==> src/verilog/autoneg_np_pkg.sv <==
package autoneg_np_pkg;

  // register byte offsets; each register is 16 bits and spans two bytes
  localparam logic [7:0]  PARTNER_NP_RX_OFS     = 8'hde;
  localparam logic [7:0]  EEE_PARTNER_ADV_OFS   = 8'he0;

  // page field positions
  localparam int          MORE_PAGES_POS        = 15;
  localparam int          ACK_POS               = 14;
  localparam int          MESSAGE_PAGE_POS      = 13;
  localparam int          CAN_COMPLY_POS        = 12;
  localparam int          TOGGLE_POS            = 11;
  localparam int          CODE_MSB              = 10;
  localparam int          CODE_LSB              = 0;

  // advertisement register field positions
  localparam int          ADV_RESERVED_POS      = 15;
  localparam int          LP_KR_POS             = 14;
  localparam int          LP_KX4_POS            = 13;
  localparam int          LP_KX_POS             = 12;
  localparam int          LP_10GT_POS           = 11;
  localparam int          LP_1000T_POS          = 10;
  localparam int          LP_100TX_POS          = 9;
  localparam int          LOC_KR_POS            = 6;
  localparam int          LOC_KX4_POS           = 5;
  localparam int          LOC_KX_POS            = 4;
  localparam int          LOC_10GT_POS          = 3;
  localparam int          LOC_1000T_POS         = 2;
  localparam int          LOC_100TX_POS         = 1;

  // positions of capability bits inside the partner's unformatted page
  localparam int          UP_100TX_POS          = 1;
  localparam int          UP_1000T_POS          = 2;
  localparam int          UP_10GT_POS           = 3;
  localparam int          UP_KX_POS             = 4;
  localparam int          UP_KX4_POS            = 5;
  localparam int          UP_KR_POS             = 6;

  // reset values
  localparam logic [15:0] PARTNER_NP_RX_RST     = 16'h8000;
  localparam logic [5:0]  LP_EEE_RST            = 6'h00;
  localparam logic        LOC_100TX_RST         = 1'h1;

  // consecutive consistent words before a page counts as received
  localparam logic [1:0]  CONSIST_COUNT         = 2'h3;

  typedef enum logic [1:0] {
    ST_BASE = 2'b00,
    ST_NEXT = 2'b01,
    ST_DONE = 2'b10
  } an_phase_e;

endpackage

==> src/verilog/autoneg_next_page_rx_status.sv <==
`timescale 1ns/10ps
module autoneg_next_page_rx_status #(
  parameter logic [10:0] EEE_MSG_CODE = 11'h00a
) (
  input  wire logic        clk_i,
  input  wire logic        srst_i,
  // host register port
  input  wire logic [7:0]  reg_addr_i,
  input  wire logic        reg_rd_i,
  input  wire logic        reg_wr_i,
  input  wire logic [1:0]  reg_be_i,
  input  wire logic [15:0] reg_wdata_i,
  output logic [15:0]      reg_rdata_o,
  output logic             reg_ack_o,
  // received link code words from the auto-negotiation receiver
  input  wire logic        word_valid_i,
  input  wire logic [15:0] word_i,
  input  wire logic        an_restart_i,
  input  wire logic        local_more_pages_i,
  input  wire logic        local_base_toggle_i,
  // toward the auto-negotiation transmitter
  output logic             tx_ack_o,
  output logic             tx_toggle_o,
  output logic             local_eee_100tx_o,
  output logic             page_captured_o,
  output logic             toggle_error_o,
  output logic             exchange_done_o
);

  logic                    accept;
  logic                    consistent;
  logic [15:0]             acc_word;
  autoneg_np_pkg::an_phase_e phase_q;
  autoneg_np_pkg::an_phase_e phase_d;
  logic [15:0]             np_rx_q;
  logic [5:0]              lp_eee_q;
  logic                    loc_100tx_q;
  logic                    eee_pending_q;
  logic                    rx_toggle_q;
  logic                    rx_toggle_valid_q;
  logic                    tx_toggle_q;
  logic                    eee_cap_page;

  function automatic logic reg_hit(input logic [7:0] addr, input logic [7:0] ofs);
    // either byte of the 16-bit register selects it
    reg_hit = addr[7:1] == ofs[7:1];
  endfunction

  function automatic logic [5:0] eee_caps(input logic [15:0] w);
    // ordered kr, kx4, kx, 10gt, 1000t, 100tx
    eee_caps = {w[autoneg_np_pkg::UP_KR_POS],
                w[autoneg_np_pkg::UP_KX4_POS],
                w[autoneg_np_pkg::UP_KX_POS],
                w[autoneg_np_pkg::UP_10GT_POS],
                w[autoneg_np_pkg::UP_1000T_POS],
                w[autoneg_np_pkg::UP_100TX_POS]};
  endfunction

  page_consistency u_consistency (
    .clk_i        (clk_i),
    .srst_i       (srst_i),
    .word_valid_i (word_valid_i),
    .word_i       (word_i),
    .accept_o     (accept),
    .consistent_o (consistent),
    .word_o       (acc_word)
  );

  // ack bit position is fixed whatever the page encoding
  assign tx_ack_o = consistent;

  // negotiation phase
  always_comb begin
    phase_d = phase_q;
    case (phase_q)
      autoneg_np_pkg::ST_BASE: begin
        if (accept) begin
          if (acc_word[autoneg_np_pkg::MORE_PAGES_POS] || local_more_pages_i) begin
            phase_d = autoneg_np_pkg::ST_NEXT;
          end else begin
            phase_d = autoneg_np_pkg::ST_DONE;
          end
        end
      end
      autoneg_np_pkg::ST_NEXT: begin
        if (accept && !acc_word[autoneg_np_pkg::MORE_PAGES_POS] && !local_more_pages_i) begin
          phase_d = autoneg_np_pkg::ST_DONE;
        end
      end
      autoneg_np_pkg::ST_DONE: begin
        phase_d = autoneg_np_pkg::ST_DONE;
      end
      default: begin
        phase_d = autoneg_np_pkg::ST_BASE;
      end
    endcase
    if (an_restart_i) begin
      phase_d = autoneg_np_pkg::ST_BASE;
    end
  end

  always_ff @(posedge clk_i) begin
    if (srst_i) begin
      phase_q <= autoneg_np_pkg::ST_BASE;
    end else begin
      phase_q <= phase_d;
    end
  end

  assign exchange_done_o = phase_q == autoneg_np_pkg::ST_DONE;

  // received next page capture; one write of all fields so reads stay coherent
  always_ff @(posedge clk_i) begin
    if (srst_i) begin
      np_rx_q <= autoneg_np_pkg::PARTNER_NP_RX_RST;
    end else if (accept && phase_q == autoneg_np_pkg::ST_NEXT) begin
      np_rx_q <= acc_word;
    end
  end

  always_ff @(posedge clk_i) begin
    if (srst_i) begin
      page_captured_o <= 1'b0;
    end else begin
      page_captured_o <= accept && phase_q == autoneg_np_pkg::ST_NEXT;
    end
  end

  // eee capabilities ride in the unformatted page after the eee message page
  assign eee_cap_page = accept && phase_q == autoneg_np_pkg::ST_NEXT &&
                        !acc_word[autoneg_np_pkg::MESSAGE_PAGE_POS];

  always_ff @(posedge clk_i) begin
    if (srst_i || an_restart_i) begin
      eee_pending_q <= 1'b0;
    end else if (accept && phase_q == autoneg_np_pkg::ST_NEXT) begin
      eee_pending_q <= acc_word[autoneg_np_pkg::MESSAGE_PAGE_POS] &&
                       acc_word[autoneg_np_pkg::CODE_MSB:autoneg_np_pkg::CODE_LSB] ==
                       EEE_MSG_CODE;
    end
  end

  // stale partner abilities are dropped when negotiation restarts
  always_ff @(posedge clk_i) begin
    if (srst_i || an_restart_i) begin
      lp_eee_q <= autoneg_np_pkg::LP_EEE_RST;
    end else if (eee_cap_page && eee_pending_q) begin
      lp_eee_q <= eee_caps(acc_word);
    end
  end

  // partner toggle must flip page to page; first next page against base
  always_ff @(posedge clk_i) begin
    if (srst_i || an_restart_i) begin
      rx_toggle_q       <= 1'b0;
      rx_toggle_valid_q <= 1'b0;
      toggle_error_o    <= 1'b0;
    end else begin
      toggle_error_o <= 1'b0;
      if (accept) begin
        rx_toggle_q       <= acc_word[autoneg_np_pkg::TOGGLE_POS];
        rx_toggle_valid_q <= 1'b1;
        if (phase_q == autoneg_np_pkg::ST_NEXT && rx_toggle_valid_q) begin
          toggle_error_o <= acc_word[autoneg_np_pkg::TOGGLE_POS] == rx_toggle_q;
        end
      end
    end
  end

  // local transmit toggle
  always_ff @(posedge clk_i) begin
    if (srst_i || an_restart_i) begin
      tx_toggle_q <= 1'b0;
    end else if (accept) begin
      if (phase_q == autoneg_np_pkg::ST_BASE) begin
        tx_toggle_q <= ~local_base_toggle_i;
      end else if (phase_q == autoneg_np_pkg::ST_NEXT) begin
        tx_toggle_q <= ~tx_toggle_q;
      end
    end
  end

  assign tx_toggle_o = tx_toggle_q;

  // local 100tx eee advertisement is the only writable bit
  always_ff @(posedge clk_i) begin
    if (srst_i) begin
      loc_100tx_q <= autoneg_np_pkg::LOC_100TX_RST;
    end else if (reg_wr_i && reg_be_i[0] &&
                 reg_hit(reg_addr_i, autoneg_np_pkg::EEE_PARTNER_ADV_OFS)) begin
      loc_100tx_q <= reg_wdata_i[autoneg_np_pkg::LOC_100TX_POS];
    end
  end

  assign local_eee_100tx_o = loc_100tx_q;

  // register read path; unmapped addresses read zero
  always_ff @(posedge clk_i) begin
    if (srst_i) begin
      reg_rdata_o <= 16'h0000;
      reg_ack_o   <= 1'b0;
    end else begin
      reg_ack_o <= reg_rd_i || reg_wr_i;
      if (reg_rd_i) begin
        reg_rdata_o <= 16'h0000;
        if (reg_hit(reg_addr_i, autoneg_np_pkg::PARTNER_NP_RX_OFS)) begin
          reg_rdata_o <= np_rx_q;
        end else if (reg_hit(reg_addr_i, autoneg_np_pkg::EEE_PARTNER_ADV_OFS)) begin
          reg_rdata_o[autoneg_np_pkg::ADV_RESERVED_POS] <= 1'b0;
          reg_rdata_o[autoneg_np_pkg::LP_KR_POS]    <= lp_eee_q[5];
          reg_rdata_o[autoneg_np_pkg::LP_KX4_POS]   <= lp_eee_q[4];
          reg_rdata_o[autoneg_np_pkg::LP_KX_POS]    <= lp_eee_q[3];
          reg_rdata_o[autoneg_np_pkg::LP_10GT_POS]  <= lp_eee_q[2];
          reg_rdata_o[autoneg_np_pkg::LP_1000T_POS] <= lp_eee_q[1];
          reg_rdata_o[autoneg_np_pkg::LP_100TX_POS] <= lp_eee_q[0];
          reg_rdata_o[autoneg_np_pkg::LOC_100TX_POS] <= loc_100tx_q;
        end
      end
    end
  end

endmodule

==> src/verilog/page_consistency.sv <==
`timescale 1ns/10ps
module page_consistency (
  input  wire logic        clk_i,
  input  wire logic        srst_i,
  input  wire logic        word_valid_i,
  input  wire logic [15:0] word_i,
  output logic             accept_o,
  output logic             consistent_o,
  output logic [15:0]      word_o
);

  logic [15:0] last_q;
  logic [1:0]  cnt_q;
  logic        same;

  // the acknowledge bit is ignored when comparing bursts
  assign same = ((last_q ^ word_i) & ~(16'h0001 << autoneg_np_pkg::ACK_POS)) == 16'h0000;

  always_ff @(posedge clk_i) begin
    if (srst_i) begin
      last_q <= 16'h0000;
      cnt_q  <= 2'h0;
    end else if (word_valid_i) begin
      last_q <= word_i;
      if (!same || cnt_q == 2'h0) begin
        cnt_q <= 2'h1;
      end else if (cnt_q != autoneg_np_pkg::CONSIST_COUNT) begin
        cnt_q <= cnt_q + 2'h1;
      end
    end
  end

  // one pulse per page: saturating counter stops repeat accepts
  always_ff @(posedge clk_i) begin
    if (srst_i) begin
      accept_o <= 1'b0;
      word_o   <= 16'h0000;
    end else begin
      accept_o <= word_valid_i && same &&
                  cnt_q == autoneg_np_pkg::CONSIST_COUNT - 2'h1;
      if (word_valid_i) begin
        word_o <= word_i;
      end
    end
  end

  assign consistent_o = cnt_q == autoneg_np_pkg::CONSIST_COUNT;

endmodule

==> config.mk <==
export PLATFORM = sky130hd
export DESIGN_NAME = autoneg_next_page_rx_status
export DESIGN_NICKNAME = d
export VERILOG_FILES = /design/src/verilog/autoneg_np_pkg.sv /design/src/verilog/autoneg_next_page_rx_status.sv /design/src/verilog/page_consistency.sv
export SDC_FILE = /design/constraint.sdc
export NUM_CORES = 1
export LEC_CHECK = 0
export BUFFER_PORTS_ARGS = -buffer_cell sky130_fd_sc_hd__buf_2
export CELL_PAD_IN_SITES_DETAIL_PLACEMENT = 0
export CELL_PAD_IN_SITES_GLOBAL_PLACEMENT = 1
export CORE_AREA = 5 5 107 79
export CTS_CLUSTER_DIAMETER = 100
export DETAILED_ROUTE_END_ITERATION = 10
export DIE_AREA = 0 0 112 84
export GPL_TIMING_DRIVEN = 0
export HOLD_SLACK_MARGIN = 0.06
export PLACE_DENSITY_LB_ADDON = 0.1
export SLEW_MARGIN = 20
export SYNTH_ARGS = -nofsm -noshare
export SYNTH_HDL_FRONTEND = slang
export SYNTH_HIERARCHICAL = 1
export SYNTH_SLANG_ARGS = --single-unit
==> constraint.sdc <==
create_clock -name clk_i -period 4 [get_ports clk_i]
set_input_delay 0.2 -clock clk_i [delete_from_list [all_inputs] [get_ports clk_i]]
set_output_delay 0.2 -clock clk_i [all_outputs]
set_load 0.005 [all_outputs]
==> impl_metrics.yaml <==
run_status:
  status: "completed"
die:
  die_x_um: 112
  die_height_um: 84
  dieArea_um2: 9408
  pin_count: 73
  initial_core_util_pct: 39.84
  core_um2: 7466
  core.rowCount: 27
placement:
  placed_cells: 482
  hpwl_mm: 5.366
  placement.io_buffers: 54
  place_congestion: 0.7597
synth:
  syn_nets: 384
  synth_top_area_share_pct: 45.10
  synth-edff-count: 0
  synth_ff_type: "dfxtp_1"
  async_flop_share_pct: 0
  yosysTopAreaCell: "dfxtp_1"
  syn_avg_cell_area_um2: 9.095
  synthesis.area_um2: 2974
  yosysSeqAreaShare_pct: 45.10
  yosys_warnings: 6
  ys_top_cells_by_area: "dfxtp_1, mux2i_1, nor2_1"
  synth.distinct_cells: 42
  ys_ff_latch: 67
  synthCells: 327
layout:
  num_antenna_cells: 0
  n_fill_cell: 764
  layout.nets: 449
  multi_input_comb_area_um2: 1468
  area_growth_pct: 21.46
  drive_above_1_share_pct: 23.93
  regArea_um2: 1341
  fin_cells: 498
routing:
  dr.pass1.iters: 4
  post-route-drc-count: 0
  ant_nets: 0
  drt-total-wl_mm: 7.140
  vias: 2471
  via_per_inst: 4.962
  wl_per_cell_um: 14.34
  drt_iter0_drc: 108
sta:
  hold_viol_final: 0
  rsz0062_at_grt: "no"
  slew_viol_final: 0
  worst_pin_slew_ns: 0.5940
  fin_tns_setup_ns: 0
  period_share_pct: 39.73
  fmax_mhz: 629.3
  clock_skew_ns: 0.006518
  hold-worst-slack_ns: 0.09527
  relSlewSlack_pct: 60.22
  finalCriticalPeriod_ns: 1.589
  setup_violations: 0
cts:
  cts_resized: 0
  hold_buffers: 0
  clock_latency_ns: 0.34
  clkSinkCount: 67
  clk_pin_slew_worst_paths_ns: 0.07
  postCtsSetupBuffers: 0
  cts_tree: "built"
  cts_buffers: 9
  clk_path_buf_depth: 2
  root_buffer: "clkbuf_8"
  h-tree-depth: 3
global_routing:
  antenna_found_initial: 0
  globalRouteOverflowTotal: 0
  grt_pass1_wl_mm: 11.72
  grt_max_degree: 12
  first_global_vias: 2333
  grt.total_usage_pct: 15.52
worst_setup_path:
  path_cells: "inv_1 -> ha_1 -> buf_2 -> and2_1 -> buf_4 -> buf_4 -> nand2_1 -> a21oi_1"
  critPathBufInv: 4
  max_stage_delay_ns: 0.35
  cpMostUsedCell: "buf_4"
  path_max_fanout: 10
  slowest_stage: "dfxtp_1"
  cp.arrival_ns: 1.80
  end_kind: "flip-flop"
  cp.required_ns: 4.21
  critPathLaunchType: "flip-flop"
  critPathKind: "flip-flop to flip-flop"
  critPathTopFamily: "buffers and inverters"
pwr:
  p_per_area_nw_per_um2: 412.8
  p_leak_nw: 1.529
  ir_drop_uv: 178.0
run:
  max-cap-violations: 0
hold_path:
  min_path_type: "primary input to flip-flop"
area by class of cell:
class	instances	area share (%)
Buffer	23	3.949
Clock buffer	11	3.914
Clock inverter	5	2.771
Inverter	6	0.6235
Multi-Input combinational cell	231	40.63
Sequential cell	67	37.13
Tap cell	101	3.498
Timing Repair Buffer	54	7.482
cells in the mapped netlist, types with 2 or more instances:
library cell / n
a21oi_1: 30
a311oi_1: 7
buf_1: 2
buf_2: 6
buf_4: 5
buf_6: 4
clkbuf_1: 6
dfxtp_1: 67
ha_1: 7
inv_1: 6
mux2i_1: 24
nand2_1: 40
nand2b_1: 9
nand3_1: 13
nand4_1: 13
nor2_1: 41
nor3_1: 3
nor4_1: 2
nor4_2: 3
o21ai_0: 3
xor2_1: 15
stage by stage:
step	util (%)	power [mW]	instance area (um^2)	setup WS, ns
5_1_grt	48.38	1.547	3612	2.282
4_1_cts	48.38	1.498	3612	2.419
3_3_place_gp	45.15	0.8211	3371	2.449
6_report	48.38	1.491	3612	2.411
3_5_place_dp	45.15	0.8227	3371	2.432
2_1_floorplan	-	0.7761	2974	2.597
logic make-up (layout without fill, tap and decap cells):
group	after synthesis	count (layout)	share of synthesized area, %
AND/OR/NAND/NOR	138	138	23.48
adder cells (fa/ha/maj)	7	7	2.945
multiplexers	24	24	8.077
buffers and inverters	29	99	5.553
XOR/XNOR	16	16	4.712
flip-flops	67	67	45.10
AO/OA/AOI/OAI	46	46	10.14
flip-flops by register name, summed over array words and instances (netlist names):
| signal | flops |
|---|---|
| np_rx_q | 16 |
| reg_rdata_o | 16 |
| u_consistency/word_o | 16 |
| lp_eee_q | 6 |
| phase_q | 2 |
| u_consistency/cnt_q | 2 |
| eee_pending_q | 1 |
| local_eee_100tx_o | 1 |
| page_captured_o | 1 |
| reg_ack_o | 1 |
| rx_toggle_q | 1 |
| rx_toggle_valid_q | 1 |
| toggle_error_o | 1 |
| tx_toggle_o | 1 |
| u_consistency/accept_o | 1 |
cells in the final DEF, fill, tap and decap left out, types with 4 or more instances in the layout:
master and n:
a21oi_1 30, a311oi_1 7, buf_2 60, buf_4 5
buf_6 4, clkbuf_1 7, clkbuf_8 10, dfxtp_1 67
ha_1 7, inv_1 6, mux2i_1 24, nand2_1 40
nand2b_1 9, nand3_1 13, nand4_1 13, nor2_1 41
xor2_1 15
per-layer routing:
layer / GRT usage (%) / routed length (um) / up-vias
met1: 22.09 / 3681 / 1169
met4: 2.620 / 51 / 0
met2: 23.01 / 3097 / 37
met5: 0 / 0 / -
met3: 5.435 / 309 / 6
li1: - / - / 1259
report_power, final:
group | internal (mW) | switching [mW] | leakage (nW) | total, mW
Combinational | 0.0480 | 0.0605 | 0.861 | 0.109
Sequential | 0.681 | 0.0177 | 0.545 | 0.699
Clock | 0.429 | 0.254 | 0.123 | 0.684
Total | 1.16 | 0.333 | 1.53 | 1.49
final timing paths:
check | startpoint | to | slack [ns] | depth (start not counted)
max | phase_q[1] | np_rx_q[4] | 2.41 | 8
min | reg_wr_i | reg_ack_o | 0.1 | 3
max reg2reg | phase_q[1] | np_rx_q[4] | 2.41 | 8
min reg2reg | rx_toggle_valid_q | toggle_error_o | 0.44 | 2
worst min-delay path: stages:
cell    delay (ns)
buf_2         0.09
nor2_1        0.04
nor2_1        0.07
(Power assumes the default switching activity.)
